File: config.mk
export PLATFORM = sky130hd
export DESIGN_NAME = cmp_control_page
export DESIGN_NICKNAME = d
export VERILOG_FILES = /design/src/core/cmp_pkg.sv /design/src/core/cmp_control_page.sv /design/src/core/cmp_holdoff_timer.sv
export SDC_FILE = /design/constraint.sdc
export NUM_CORES = 1
export LEC_CHECK = 0
export CAP_MARGIN = 20
export CORE_ASPECT_RATIO = 0.7
export CORE_MARGIN = 10
export CORE_UTILIZATION = 45
export DETAILED_ROUTE_END_ITERATION = 8
export DONT_BUFFER_PORTS = 1
export HOLD_SLACK_MARGIN = 0.15
export PLACE_DENSITY = 0.71
export SYNTH_ARGS = -nofsm -noshare
export SYNTH_HDL_FRONTEND = slang
export SYNTH_SLANG_ARGS = --single-unit
File: constraint.sdc
create_clock -name clock_i -period 4.4 [get_ports clock_i]
set_clock_uncertainty 0.05 [all_clocks]
set_input_delay 0.66 -clock clock_i [delete_from_list [all_inputs] [get_ports clock_i]]
set_output_delay 0.66 -clock clock_i [all_outputs]
set_load 0.01 [all_outputs]
File: src/core/cmp_pkg.sv
/*
  Constants for the control parameter page handler: page layout, field
  positions, write masks, reset values and timing counts.
  Assumes a 20 MHz target clock and a page byte stream already framed
  by the command layer.
*/
package cmp_pkg;

  ////////////////////////////////////////////////////////////////////////////
  // Page layout.
  localparam logic [5:0] PAGE_CODE = 6'h0A;
  localparam logic [7:0] PAGE_LEN = 8'h06;
  localparam logic [3:0] PAGE_BYTES = 4'h8;
  localparam logic [2:0] OFS_CODE = 3'h0;
  localparam logic [2:0] OFS_LEN = 3'h1;
  localparam logic [2:0] OFS_LOG = 3'h2;
  localparam logic [2:0] OFS_QUEUE = 3'h3;
  localparam logic [2:0] OFS_NOTIFY = 3'h4;
  localparam logic [2:0] OFS_RSVD = 3'h5;
  localparam logic [2:0] OFS_HOLD_HI = 3'h6;
  localparam logic [2:0] OFS_HOLD_LO = 3'h7;

  ////////////////////////////////////////////////////////////////////////////
  // Field positions.
  localparam int BIT_SAVABLE = 7;
  localparam int BIT_LOG_REPORT = 0;
  localparam int BIT_QUEUE_ERROR_ABORT_ABORT = 1;
  localparam int BIT_DISABLE_TAGGED_QUEUING = 0;
  localparam int BIT_EXTENDED_ALLEGIANCE_ENABLE = 7;
  localparam int BIT_READY_PERMIT = 2;
  localparam int BIT_ATTN_PERMIT = 1;
  localparam int BIT_ERR_PERMIT = 0;
  localparam int QAM_MSB = 7;
  localparam int QAM_LSB = 4;
  localparam logic [3:0] QAM_RESTRICTED = 4'h0;
  localparam logic [3:0] QAM_UNRESTRICTED = 4'h1;

  // Writable bits of each byte; everything else is reserved.
  localparam logic [7:0] MASK_LOG = 8'h01;
  localparam logic [7:0] MASK_QUEUE = 8'hF3;
  localparam logic [7:0] MASK_NOTIFY = 8'h87;

  ////////////////////////////////////////////////////////////////////////////
  // Reset values.
  localparam logic [7:0] RST_LOG = 8'h00;
  localparam logic [7:0] RST_QUEUE = 8'h00;
  localparam logic [7:0] RST_NOTIFY = 8'h00;
  localparam logic [15:0] RST_HOLDOFF = 16'h0000;

  ////////////////////////////////////////////////////////////////////////////
  // Timing.
  localparam int CLK_PERIOD_NS = 50;
  localparam int MS_NS = 1000000;
  localparam int CYCLES_PER_MS = (MS_NS + CLK_PERIOD_NS - 1) / CLK_PERIOD_NS;

  typedef enum logic {
    SN_IDLE,
    SN_SEND
  } cmp_sense_state_t;

endpackage : cmp_pkg

File: src/core/cmp_control_page.sv
/*
  Control parameter page: select parsing, sense streaming, and the
  queue, allegiance, log and notification policies the page steers.
  Assumes the command layer frames one page per select and ends it with
  the last strobe, and that event inputs are one-cycle pulses.
*/
`timescale 1ns/1ns
module cmp_control_page #(
  parameter int CYCLES_PER_MS = cmp_pkg::CYCLES_PER_MS,
  parameter logic SAVABLE = 1'b0,
  parameter logic TAGGED_SUPPORTED = 1'b1,
  parameter logic [7:0] KEY_ILLEGAL_REQUEST = 8'h00,
  parameter logic [7:0] ASC_INVALID_FIELD = 8'h00,
  parameter logic [7:0] ASC_TAGS_CLEARED = 8'h00
) (
  // Clock and reset
  input wire logic clock_i,
  input wire logic arst_n_i,
  // Select byte stream
  input wire logic sel_valid_i,
  input wire logic [7:0] sel_byte_i,
  input wire logic sel_last_i,
  output logic sel_done_o,
  output logic check_condition_o,
  output logic [7:0] sense_key_o,
  output logic [7:0] sense_asc_o,
  // Sense byte stream
  input wire logic sense_req_i,
  output logic sense_valid_o,
  output logic [7:0] sense_byte_o,
  output logic sense_last_o,
  // Queue and allegiance
  input wire logic ca_end_i,
  input wire logic [3:0] ca_owner_i,
  input wire logic [15:0] suspended_mask_i,
  input wire logic queue_tag_msg_i,
  output logic resume_suspended_o,
  output logic abort_suspended_o,
  output logic [15:0] ua_set_o,
  output logic [7:0] ua_asc_o,
  output logic tagged_enable_o,
  output logic abort_queued_o,
  output logic msg_reject_o,
  output logic run_untagged_o,
  output logic reorder_unrestricted_o,
  output logic [3:0] reorder_policy_o,
  output logic ext_allegiance_enable_o,
  // Log exceptions
  input wire logic log_exception_i,
  output logic log_exception_report_o,
  // Notification events
  input wire logic init_done_i,
  input wire logic unit_attn_event_i,
  input wire logic deferred_err_i,
  input wire logic aen_ack_i,
  output logic async_event_notice_o,
  output logic [2:0] aen_kind_o,
  output logic ua_raise_o,
  output logic defer_report_o
);

  function automatic logic [7:0] page_byte(input logic [2:0] idx, input logic [7:0] lg,
                                           input logic [7:0] qu, input logic [7:0] nt,
                                           input logic [15:0] ho);
    logic [7:0] b;
    b = 8'h00;
    case (idx)
      cmp_pkg::OFS_CODE: b = {SAVABLE, 1'b0, cmp_pkg::PAGE_CODE};
      cmp_pkg::OFS_LEN: b = cmp_pkg::PAGE_LEN;
      cmp_pkg::OFS_LOG: b = lg & cmp_pkg::MASK_LOG;
      cmp_pkg::OFS_QUEUE: b = qu & cmp_pkg::MASK_QUEUE;
      cmp_pkg::OFS_NOTIFY: b = nt & cmp_pkg::MASK_NOTIFY;
      cmp_pkg::OFS_HOLD_HI: b = ho[15:8];
      cmp_pkg::OFS_HOLD_LO: b = ho[7:0];
      default: b = 8'h00;
    endcase
    return b;
  endfunction : page_byte

  ////////////////////////////////////////////////////////////////////////////
  // Select parsing and page storage.
  logic [3:0] sidx_q, sidx_d;
  logic serr_q, serr_d;
  logic [7:0] shd_q [8];
  logic [7:0] shd_d [8];
  logic [7:0] log_q, log_d, queue_q, queue_d, notify_q, notify_d;
  logic [15:0] holdoff_q, holdoff_d;
  logic sel_done_q, sel_done_d, chk_q, chk_d;
  logic bad;

  always_comb begin
    sidx_d = sidx_q;
    serr_d = serr_q;
    shd_d = shd_q;
    log_d = log_q;
    queue_d = queue_q;
    notify_d = notify_q;
    holdoff_d = holdoff_q;
    sel_done_d = 1'b0;
    chk_d = 1'b0;
    bad = serr_q;
    if (sel_valid_i) begin
      if (sidx_q < cmp_pkg::PAGE_BYTES) begin
        shd_d[sidx_q[2:0]] = sel_byte_i;
      end
      // Savable and reserved bits of byte 0 are ignored on select.
      bad = serr_q | (sidx_q >= cmp_pkg::PAGE_BYTES)
          | ((sidx_q == 4'h0) && (sel_byte_i[5:0] != cmp_pkg::PAGE_CODE))
          | ((sidx_q == 4'h1) && (sel_byte_i != cmp_pkg::PAGE_LEN));
      if (sel_last_i) begin
        if (!bad && (sidx_q == cmp_pkg::PAGE_BYTES - 4'h1)) begin
          log_d = shd_d[cmp_pkg::OFS_LOG] & cmp_pkg::MASK_LOG;
          queue_d = shd_d[cmp_pkg::OFS_QUEUE] & cmp_pkg::MASK_QUEUE;
          notify_d = shd_d[cmp_pkg::OFS_NOTIFY] & cmp_pkg::MASK_NOTIFY;
          holdoff_d = {shd_d[cmp_pkg::OFS_HOLD_HI], shd_d[cmp_pkg::OFS_HOLD_LO]};
          sel_done_d = 1'b1;
        end else begin
          chk_d = 1'b1;
        end
        sidx_d = 4'h0;
        serr_d = 1'b0;
      end else begin
        sidx_d = (sidx_q == 4'hF) ? sidx_q : sidx_q + 4'h1;
        serr_d = bad;
      end
    end
  end

  always_ff @(posedge clock_i or negedge arst_n_i) begin
    if (!arst_n_i) begin
      sidx_q <= 4'h0;
      serr_q <= 1'b0;
      shd_q <= '{default: 8'h00};
      log_q <= cmp_pkg::RST_LOG;
      queue_q <= cmp_pkg::RST_QUEUE;
      notify_q <= cmp_pkg::RST_NOTIFY;
      holdoff_q <= cmp_pkg::RST_HOLDOFF;
      sel_done_q <= 1'b0;
      chk_q <= 1'b0;
    end else begin
      sidx_q <= sidx_d;
      serr_q <= serr_d;
      shd_q <= shd_d;
      log_q <= log_d;
      queue_q <= queue_d;
      notify_q <= notify_d;
      holdoff_q <= holdoff_d;
      sel_done_q <= sel_done_d;
      chk_q <= chk_d;
    end
  end

  ////////////////////////////////////////////////////////////////////////////
  // Sense streaming, one byte a cycle.
  cmp_pkg::cmp_sense_state_t sst_q, sst_d;
  logic [2:0] sptr_q, sptr_d, snum_q, snum_d;
  logic sv_q, sv_d, sl_q, sl_d;
  logic [7:0] sb_q, sb_d;

  always_comb begin
    sst_d = sst_q;
    sptr_d = sptr_q;
    snum_d = snum_q;
    sv_d = 1'b0;
    sl_d = 1'b0;
    sb_d = 8'h00;
    case (sst_q)
      cmp_pkg::SN_IDLE: begin
        if (sense_req_i) begin
          sst_d = cmp_pkg::SN_SEND;
          sptr_d = 3'h0;
        end
      end
      cmp_pkg::SN_SEND: begin
        sv_d = 1'b1;
        snum_d = sptr_q;
        sb_d = page_byte(sptr_q, log_q, queue_q, notify_q, holdoff_q);
        sl_d = (sptr_q == cmp_pkg::OFS_HOLD_LO);
        sptr_d = sptr_q + 3'h1;
        if (sl_d) begin
          sst_d = cmp_pkg::SN_IDLE;
        end
      end
      default: sst_d = cmp_pkg::SN_IDLE;
    endcase
  end

  always_ff @(posedge clock_i or negedge arst_n_i) begin
    if (!arst_n_i) begin
      sst_q <= cmp_pkg::SN_IDLE;
      sptr_q <= 3'h0;
      snum_q <= 3'h0;
      sv_q <= 1'b0;
      sl_q <= 1'b0;
      sb_q <= 8'h00;
    end else begin
      sst_q <= sst_d;
      sptr_q <= sptr_d;
      snum_q <= snum_d;
      sv_q <= sv_d;
      sl_q <= sl_d;
      sb_q <= sb_d;
    end
  end

  ////////////////////////////////////////////////////////////////////////////
  // Queue, allegiance and log policy outputs.
  logic [15:0] owner_bit;
  logic res_d, abt_d, tqe_d, abq_d, rej_d, unr_d, extended_allegiance_enable_d, logr_d;
  logic res_q, abt_q, tqe_q, abq_q, rej_q, unr_q, extended_allegiance_enable_q, logr_q;
  logic [15:0] uas_d, uas_q;
  logic [3:0] pol_q;

  always_comb begin
    owner_bit = 16'h0001 << ca_owner_i;
    res_d = ca_end_i & ~queue_q[cmp_pkg::BIT_QUEUE_ERROR_ABORT_ABORT];
    abt_d = ca_end_i & queue_q[cmp_pkg::BIT_QUEUE_ERROR_ABORT_ABORT];
    uas_d = abt_d ? (suspended_mask_i & ~owner_bit) : 16'h0000;
    tqe_d = TAGGED_SUPPORTED & ~queue_q[cmp_pkg::BIT_DISABLE_TAGGED_QUEUING];
    // Abort queued work on the edge where queuing becomes disabled.
    abq_d = queue_d[cmp_pkg::BIT_DISABLE_TAGGED_QUEUING] & ~queue_q[cmp_pkg::BIT_DISABLE_TAGGED_QUEUING];
    rej_d = queue_tag_msg_i & queue_q[cmp_pkg::BIT_DISABLE_TAGGED_QUEUING];
    // Reserved and vendor codes fall back to the safe restricted order on reorder_unrestricted_o; reorder_policy_o passes the raw code.
    unr_d = (queue_q[cmp_pkg::QAM_MSB:cmp_pkg::QAM_LSB] == cmp_pkg::QAM_UNRESTRICTED);
    extended_allegiance_enable_d = notify_q[cmp_pkg::BIT_EXTENDED_ALLEGIANCE_ENABLE];
    logr_d = log_exception_i & log_q[cmp_pkg::BIT_LOG_REPORT];
  end

  always_ff @(posedge clock_i or negedge arst_n_i) begin
    if (!arst_n_i) begin
      {res_q, abt_q, tqe_q, abq_q, rej_q, unr_q, extended_allegiance_enable_q, logr_q} <= 8'h00;
      uas_q <= 16'h0000;
      pol_q <= cmp_pkg::QAM_RESTRICTED;
    end else begin
      {res_q, abt_q, tqe_q, abq_q, rej_q, unr_q, extended_allegiance_enable_q, logr_q} <=
          {res_d, abt_d, tqe_d, abq_d, rej_d, unr_d, extended_allegiance_enable_d, logr_d};
      uas_q <= uas_d;
      pol_q <= queue_q[cmp_pkg::QAM_MSB:cmp_pkg::QAM_LSB];
    end
  end

  ////////////////////////////////////////////////////////////////////////////
  // Asynchronous event notification.
  logic holdoff_met;
  logic [2:0] pend_q, pend_d, kind_q, kind_d, ev, permit;
  logic req_q, req_d, uar_q, uar_d, dfr_q, dfr_d;

  cmp_holdoff_timer #(
    .CYCLES_PER_MS(CYCLES_PER_MS)
  ) u_holdoff (
    .clock_i(clock_i),
    .arst_n_i(arst_n_i),
    .holdoff_i(holdoff_q),
    .holdoff_met_o(holdoff_met)
  );

  // Bit 2 ready, bit 1 unit attention, bit 0 deferred error.
  always_comb begin
    ev = {init_done_i, unit_attn_event_i, deferred_err_i};
    permit = {notify_q[cmp_pkg::BIT_READY_PERMIT], notify_q[cmp_pkg::BIT_ATTN_PERMIT],
              notify_q[cmp_pkg::BIT_ERR_PERMIT]};
    pend_d = pend_q;
    kind_d = kind_q;
    req_d = req_q & ~aen_ack_i;
    // A pending notice whose permit was withdrawn falls back to the normal path.
    uar_d = |((ev[2:1] | pend_q[2:1]) & ~permit[2:1]);
    dfr_d = (ev[0] | pend_q[0]) & ~permit[0];
    pend_d = pend_q & permit;
    if (!req_q && holdoff_met) begin
      if (pend_d[2]) begin
        kind_d = 3'h4;
      end else if (pend_d[1]) begin
        kind_d = 3'h2;
      end else begin
        kind_d = 3'h1;
      end
      if (pend_d != 3'h0) begin
        req_d = 1'b1;
        pend_d = pend_d & ~kind_d;
      end
    end
    // A new event in the same cycle as its issue stays pending.
    pend_d = pend_d | (ev & permit);
  end

  always_ff @(posedge clock_i or negedge arst_n_i) begin
    if (!arst_n_i) begin
      pend_q <= 3'h0;
      kind_q <= 3'h0;
      req_q <= 1'b0;
      uar_q <= 1'b0;
      dfr_q <= 1'b0;
    end else begin
      pend_q <= pend_d;
      kind_q <= kind_d;
      req_q <= req_d;
      uar_q <= uar_d;
      dfr_q <= dfr_d;
    end
  end

  ////////////////////////////////////////////////////////////////////////////
  // Outputs, straight from flip-flops, except ua_asc_o, a constant, and the sense codes, which chk_q gates.
  assign sel_done_o = sel_done_q;
  assign check_condition_o = chk_q;
  assign sense_key_o = chk_q ? KEY_ILLEGAL_REQUEST : 8'h00;
  assign sense_asc_o = chk_q ? ASC_INVALID_FIELD : 8'h00;
  assign sense_valid_o = sv_q;
  assign sense_byte_o = sb_q;
  assign sense_last_o = sl_q;
  assign resume_suspended_o = res_q;
  assign abort_suspended_o = abt_q;
  assign ua_set_o = uas_q;
  assign ua_asc_o = ASC_TAGS_CLEARED;
  assign tagged_enable_o = tqe_q;
  assign abort_queued_o = abq_q;
  assign msg_reject_o = rej_q;
  assign run_untagged_o = rej_q;
  assign reorder_unrestricted_o = unr_q;
  assign reorder_policy_o = pol_q;
  assign ext_allegiance_enable_o = extended_allegiance_enable_q;
  assign log_exception_report_o = logr_q;
  assign async_event_notice_o = req_q;
  assign aen_kind_o = kind_q;
  assign ua_raise_o = uar_q;
  assign defer_report_o = dfr_q;
endmodule : cmp_control_page

File: src/core/cmp_holdoff_timer.sv
/*
  Millisecond tick divider and elapsed-millisecond counter for the
  notification holdoff.
  Assumes the count starts at reset release, which is taken as the start
  of initialization.
*/
`timescale 1ns/1ns
module cmp_holdoff_timer #(
  parameter int CYCLES_PER_MS = cmp_pkg::CYCLES_PER_MS
) (
  // Clock and reset
  input wire logic clock_i,
  input wire logic arst_n_i,
  // Programmed holdoff in milliseconds
  input wire logic [15:0] holdoff_i,
  // Holdoff has elapsed
  output logic holdoff_met_o
);

  localparam logic [15:0] DIV_LAST = 16'(CYCLES_PER_MS - 1);

  logic [15:0] div_q, div_d;
  logic [15:0] ms_q, ms_d;
  logic met_q, met_d;

  // A partial millisecond is never counted, so the wait rounds up.
  always_comb begin
    div_d = div_q;
    ms_d = ms_q;
    if (div_q == DIV_LAST) begin
      div_d = 16'h0000;
      if (ms_q != 16'hFFFF) begin
        ms_d = ms_q + 16'h0001;
      end
    end else begin
      div_d = div_q + 16'h0001;
    end
    met_d = (ms_q >= holdoff_i);
  end

  always_ff @(posedge clock_i or negedge arst_n_i) begin
    if (!arst_n_i) begin
      div_q <= 16'h0000;
      ms_q <= 16'h0000;
      met_q <= 1'b0;
    end else begin
      div_q <= div_d;
      ms_q <= ms_d;
      met_q <= met_d;
    end
  end

  assign holdoff_met_o = met_q;

endmodule : cmp_holdoff_timer

==> impl_results.md, run 1 <==
- Status: finished, final reports clean
- Minimum clock period: 2.45 ns
- Total grt overflow: 0
- Worst VDD drop: 0.231 mV
- Cells after DPL: 796
- Starting Density: 46.3%
- Clock buffer depth: 2
- Utilization after layout: 50.7%
- Core box area: 14800 sq um
- CP Launch Point: sidx_q[0]$_DFFE_PN0P_
- Critical Path RT: 4.60 ns
- Layout area overhead: 9.67%
- Seq cells post-synth: 145
- DP Wirelength: 11.3 mm
- Setup-failing EPs final: 0
- PortBufs: 0
- Startpoint types: flip-flop
- Sw frac: 26.9%
- Setup Crit Path Kind: reg2reg
- I/O pin count: 111
- Sequential fraction of the synthesis area: 53.1%
- Initial antenna violation count: 0
- Via count: 4574
- GRT Util Overall: 15.3%
- Crit-path cells: ha_1 > nand3b_1 > nor2_1 > nand3_2 > nand2_1 > o21ai_0
- Post-route DRC: 0
- Multi-input logic area: 2900 sq um
- Ys flop type: dfrtp_1
- Global-route wire length before repair: 25.4 mm
- Antenna diodes: 0
- Clock sinks: 145
- Syn Inst Count: 627
- Hold Crit Class: in2async
- WL per Instance: 18.5 um
- Final cell count without fillers: 829
- Bufs and invs on worst path: 0
- RSZ-0062 raised after global routing: false
- Final period util: 55.6%
- Comb power frac: 12.5%
- Die X: 167 um
- CTS Root Cell: clkbuf_16
- Max Cap Viol: 0
- Routability Congestion: 0.807
- Crit path DAT: 2.65 ns
- Top achievable clock speed: 409 MHz
- Share of layout cells above drive strength 1: 12.5%
- Rel. slew slack: 40.7%
- H-tree depth: 4
- CP Max Fanout: 56
- Num CTS Buffers: 17
- Starting DRT DRC Count: 359
- Register share of total power: 46.1%
- Sw power: 920 uW
- Clk network pwr share: 41.5%
- Asr flop ratio synth: 100%
- DRT Pass-1 Iters: 5
- CP max-delay cell: nand3_2
- Clk slew on worst S/H paths: 0.06 ns
- Max-slew violation count: 0
- Post-synth EDFFs: 0
- Clk_lat worst skew: 0.42 ns
- Power density over the cells: 456 nW/um^2
- FILL cells: 1267
- Netlist Area Pre-Place: 6830 sq um
- Synth unique cells: 60
- Worst-Margin Slew: 0.888 ns
- Leakage power: 3.44 nW
- CTS tree: yes
- FP Rows: 37
- Worst Setup End Kind: flip-flop
- Final Power: 3.42 mW
- Critical path's top delay family: simple AND/OR/NAND/NOR gates
- Final hold viol count: 0
- TNS Setup: 0 ns
- Nets@finish: 688
- Remaining antenna violation count: 0
- Vias/cell: 5.52
- Internal: 2.50 mW
- Final WL: 15.4 mm
- Vias in the first global route: 4620
- Yosys synthesis warning count: 0
- DIE HEIGHT: 123 um
- Die ar.: 20600 sq um
- Storage cell area: 3630 sq um
- Max stage delay on crit path: 0.70 ns
- Synthesized area per cell: 10.9 sq um
- Worst R2R Start: sidx_q[0]$_DFFE_PN0P_
- Largest net degree at the start of global routing: 146
## kinds of logic (layout without fill, tap and decap cells)
kind of cell	count (synthesis)	count (layout)	share of synthesized area (%)
xor gates and xnor gates	27	27	3.46
buffers and inverters	76	60	5.75
DFF	145	145	53.1
muxes	59	59	9.17
and+or+nand+nor	194	194	15.0
other	1	24	0.0549
AOI/OAI and AO/OA	98	98	8.57
adders and majority gates	27	27	4.94
## metal layers
metal  wire, um  track usage, %  vias up  part of all wire, %
met5          0               0        -                    0
met4        195            4.66        0                  1.3
met3       1140            5.49       18                  7.4
met2       7100            23.2      145                   46
met1       6930            20.3     2285                   45
li1           -               -     2126                    -
## through the flow
step / hold slack, ns / area (sq um) / worst slack [ns]
finish: 0.0909 / 7490 / 1.95
global route: 0.192 / 7490 / 1.66
CTS: 0.212 / 7490 / 1.96
detailed placement: 0.319 / 6880 / 2.03
global placement: 0.320 / 6880 / 2.19
floorplan: 0.302 / 6920 / 2.67
## cell usage in the layout, fill, tap and decap left out, types with 4 or more instances in the layout
cell type,count
dfrtp_1,145
nand2_1,70
o21ai_0,39
nand3_1,12
a222oi_1,4
and3_1,7
a21oi_1,26
nor3_1,8
xor2_1,7
mux2i_1,30
inv_1,26
mux2_2,29
xnor2_1,20
nand2b_1,5
a31oi_1,8
nor2_1,29
clkbuf_16,17
and4_1,4
conb_1,24
and2_1,7
nor2b_1,10
nand4_1,16
ha_1,27
## registers in the layout, summed over array words and instances, names as in the netlist, 6 cells and up
signal           cells
shd_q               27
holdoff_q           16
u_holdoff.div_q     16
u_holdoff.ms_q      16
ua_set_o            16
sense_byte_o         8
queue_q              6
## synthesized netlist by cell type (2+ instances only)
cell type / count / area, sq um
ha_1: 27 / 338
a211o_1: 3 / 26.3
xnor2_1: 20 / 175
dfrtp_1: 145 / 3630
o31ai_1: 2 / 15.0
o21a_1: 2 / 15.0
o21ai_0: 39 / 195
nor2b_1: 10 / 62.6
and3_1: 7 / 43.8
nand4_1: 16 / 100
a222oi_1: 4 / 40.0
nand2_2: 2 / 12.5
a41oi_1: 2 / 17.5
nor4b_1: 3 / 26.3
nor3_1: 8 / 40.0
buf_2: 4 / 20.0
a21oi_1: 26 / 130
nor2_1: 29 / 109
nor2_2: 2 / 12.5
inv_1: 26 / 97.6
and2_1: 7 / 43.8
mux2_2: 29 / 327
a31oi_1: 8 / 50.1
clkbuf_1: 17 / 63.8
nand3b_1: 2 / 15.0
and4_1: 4 / 35.0
nand3_1: 13 / 65.1
a221oi_1: 2 / 17.5
xor2_1: 7 / 61.3
nand2b_1: 5 / 31.3
nand2_1: 70 / 263
buf_4: 27 / 203
a22oi_1: 3 / 22.5
mux2i_1: 30 / 300
## power by group through the flow
| stage | Sequential (mW) | Combinational (mW) | Clock (mW) |
|---|---|---|---|
| global route | 1.59 | 0.484 | 1.51 |
| floorplan | 1.54 | 0.349 | 0 |
| detailed placement | 1.60 | 0.388 | 0 |
| CTS | 1.58 | 0.422 | 1.45 |
| finish | 1.58 | 0.426 | 1.42 |
| global placement | 1.59 | 0.370 | 0 |
## final cells by class
cell class	instances	area share, %
Clock buffer	20	6.09
Clock inverter	12	1.77
Inverter	27	1.35
Multi-Input combinational cell	429	38.7
Sequential cell	145	48.4
Tap cell	195	3.26
Timing Repair Buffer	1	0.367
## repair_timing
action,CTS,global route
gates resized for setup,0,0
buffers inserted,0,0
hold buffers,1,0
hold endpoints to repair,145,0
## path summary, 6_finish.rpt
| path | to | slack [ns] | cells after the start |
|---|---|---|---|
| worst max-delay path | holdoff_q[0]$_DFFE_PN0P_ | 1.95 | 6 |
| worst min-delay path | sidx_q[0]$_DFFE_PN0P_ | 0.09 | 1 |
| worst max register to register | holdoff_q[0]$_DFFE_PN0P_ | 1.95 | 6 |
| worst min register to register | ext_allegiance_enable_o$_DFF_PN0_ | 0.39 | 0 |
| max in group asynchronous | pend_q[0]$_DFF_PN0_ | 3.57 | 1 |
| min in group clock_i | shd_q[40]$_DFFE_PN0P_ | 0.27 | 1 |
Power figures use the tool's default switching activity.
==> run 2, diff against run 1 <==
ABC_AREA = 1   (was not set)
clock period = 2.4 ns   (was 4.4 ns; I/O delays follow)
==> run 2 against run 1 <==
  * Worst hold slack worse by 0.50 ns
  * The flow now finishes with violations (negative hold slack)
  * Global-route usage rose by 1.5 points
  * Maximum frequency up 27%
  * Routed wire length rose by 19%
==> impl_results.md, run 2 <==
- FP Rows: 38 (+2.7%)
- Clock sinks: 145 (unchanged)
- Failing checks: negative hold slack
- Post-synthesis xor/xnor area fraction: 1.57% (-1.9 points)
- Vias/cell: 5.03 (-8.8%)
- CTS Root Cell: clkbuf_16
- Rel. slew slack: 31.2% (-9.5 points)
- Synth unique cells: 35 (-42%)
- Max Cap Viol: 0 (unchanged)
- Crit path DAT: 2.18 ns (-0.47 ns)
- Most frequent cells in the layout: nand2_1, dfrtp_1, inv_1, nor2_1, o21ai_0
- TNS Setup: 0 ns (unchanged)
- Reg with most FFs: shd_q
- Ys flop type: dfrtp_1
- DRT Pass-1 Iters: 8 (+3)
- Yosys synthesis warning count: 0 (unchanged)
- Synth area leader: dfrtp_1
- Starting DRT DRC Count: 663 (+85%)
- Top achievable clock speed: 520 MHz (+27%)
- Layout area overhead: 14.5%
- Netlist Area Pre-Place: 7260 sq um (+6.3%)
- Seq cells post-synth: 145 (unchanged)
- Die X: 172 um (+2.7%)
- CTS resizes: 0 (unchanged)
- Commonest non-fill, non-tap cell in the layout: nand2_1
- Initial antenna violation count: 0 (unchanged)
- Sequential fraction of the synthesis area: 49.9% (-3.1 points)
- Starting Density: 46.4% (+0.16 points)
- DIE HEIGHT: 126 um (+2.6%)
- RSZ-0062 raised after global routing: false
- Die ar.: 21700 sq um (+5.4%)
- H-tree depth: 4 (unchanged)
- Total grt overflow: 0 (unchanged)
- Setup Crit Path Kind: reg2reg
- Compound-Gate Fraction of Synth Area: 8.53% (-0.043 points)
- Asr flop ratio synth: 100% (unchanged)
- Main combinational cell family by area after synthesis: simple AND/OR/NAND/NOR gates
- Final hold viol count: 145 (+145)
- Synth top cells by count: nand2_1, dfrtp_1, inv_1
- Final WL: 18.3 mm (+19%)
- Routability Congestion: 0.887 (+9.9%)
- Via count: 5845 (+28%)
- Mux cell area share after synthesis: 0% (-9.2 points)
- Post-route setup slack: 0.478 ns (-1.48 ns)
- Post-route DRC: 0 (unchanged)
- WL per Instance: 15.7 um (-15%)
- Clk network pwr share: 37.7% (-3.8 points)
- Vias in the first global route: 5517 (+19%)
- Clk_lat worst skew: 0.43 ns (about the same)
- Critical Path RT: 2.66 ns (-1.94 ns)
- Antenna diodes: 0 (unchanged)
- CTS tree: yes
- Synth top area cells: dfrtp_1, nand2_1, inv_1
- Power density over the cells: 827 nW/um^2 (+81%)
- Startpoint types: flip-flop
- Most frequent cell after synthesis: nand2_1
- Worst VDD drop: 0.562 mV (+140%)
- Num CTS Buffers: 17 (unchanged)
- Flip-flop count of the largest register after layout: 27 (unchanged)
- Worst hold margin: -0.411 ns (-0.502 ns)
- Internal: 4.61 mW (+84%)
- Global-route wire length before repair: 29.3 mm (+15%)
- I/O pin count: 111 (unchanged)
- Register share of total power: 45.0% (-1.1 points)
- Final period util: 80.1% (+24 points)
- Comb power frac: 17.3% (+4.8 points)
- Minimum clock period: 1.92 ns (-0.524 ns)
- Sw frac: 33.0% (+6.1 points)
- Max-slew violation count: 0 (unchanged)
- Area share of the largest cell type after synthesis: 49.9% (-3.1 points)
- Worst Setup End Kind: flip-flop
- Post-CTS setup buffer count: 0 (unchanged)
- Clk slew on worst S/H paths: 0.07 ns (about the same)
- Sw power: 2.27 mW (+150%)
- Setup Slack @ Placement: 0.572 ns (-1.46 ns)
- Setup-failing EPs final: 0 (unchanged)
- PortBufs: 0 (unchanged)
- Synthesized area per cell: 8.01 sq um (-27%)
- Register-to-Register Setup Slack: 0.48 ns (-1.48 ns)
- Core box area: 15600 sq um (+5.9%)
- Syn Inst Count: 907 (+45%)
- Remaining antenna violation count: 0 (unchanged)
- Hold Crit Class: in2async
- DP Wirelength: 12.9 mm (+14%)
- Leakage power: 4.36 nW (+27%)
- Worst-Margin Slew: 1.03 ns (+0.140 ns)
- Largest net degree at the start of global routing: 146 (unchanged)
- Clock buffer depth: 2 (unchanged)
- Share of layout cells above drive strength 1: 5.51% (-7.0 points)
- Status: finished with violations
- Nets@finish: 1016 (+48%)
- Synth Area in Simple Gates: 25.5% (+11 points)
- Post-synth EDFFs: 0 (unchanged)
- GRT Util Overall: 16.8% (+1.5 points)
- Adder-cell share of the synthesized area: 4.65% (-0.29 points)
- Cts hold-fix bufs: 39 (+38)
- CP Max Fanout: 9 (-84%)
[run 2: worst max-delay path, stage by stage (launching register included)]
cell,delay (ns)
dfrtp_1,0.42
nand2_1,0.25
clkinv_1,0.31
nand2_1,0.13
a41oi_1,0.06
dlygate4sd3_1,0.59
[run 2: final timing paths]
path                                        start                       endpoint  depth (start not counted)
min in group clock_i                ca_owner_i[0]          ua_set_o[9]$_DFF_PN0_                          3
min                                      arst_n_i           shd_q[7]$_DFFE_PN0P_                          0
min reg2reg                queue_q[4]$_DFFE_PN0P_  reorder_policy_o[0]$_DFF_PN0_                          0
max in group asynchronous                arst_n_i      aen_kind_o[0]$_DFFE_PN0P_                          0
max reg2reg                queue_q[1]$_DFFE_PN0P_          ua_set_o[3]$_DFF_PN0_                          5
max                        queue_q[1]$_DFFE_PN0P_          ua_set_o[3]$_DFF_PN0_                          5
[run 2: power by group through the flow]
stage | combinational [mW] | clock [mW] | sequential, mW
final | 1.19 | 2.59 | 3.10
after global routing | 1.36 | 2.75 | 3.13
after CTS | 1.17 | 2.63 | 3.10
after detailed placement | 1.10 | 0 | 3.14
after global placement | 1.06 | 0 | 3.13
after floorplan | 0.875 | 0 | 3.04
[run 2: kinds of logic after synthesis]
family,count (synthesis)
flip-flops,145
AND/OR/NAND/NOR,448
adder cells (fa/ha/maj),27
buffers and inverters,155
other,1
XOR/XNOR,13
AO/OA/AOI/OAI,118
[run 2: metal layers]
metal / up-vias / track usage, % / share of wire [%]
met2: 183 / 23.8 / 42
li1: 2888 / - / -
met1: 2749 / 24.4 / 49
met5: - / 0 / 0
met3: 25 / 4.12 / 8.2
met4: 0 / 5.92 / 1.6
[run 2: area by class of cell]
type | count | area [sq um]
clock buffer | 17 | 425
tap | 200 | 250
multi-input combinational | 630 | 3020
sequential | 145 | 3630
inverter | 113 | 425
fill | 1370 | 7320
clock inverter | 15 | 160
timing repair buffer | 42 | 413
[run 2: stage by stage]
step | utilization (%) | power, mW | cells | instance area [sq um]
after global routing | 53.2 | 7.24 | 1162 | 8320
after detailed placement | 46.9 | 4.24 | 1091 | 7340
after global placement | 46.9 | 4.19 | 1091 | 7340
after CTS | 53.2 | 6.90 | 1162 | 8320
final | 53.2 | 6.88 | 1162 | 8320
after floorplan | - | 3.91 | 930 | 7350
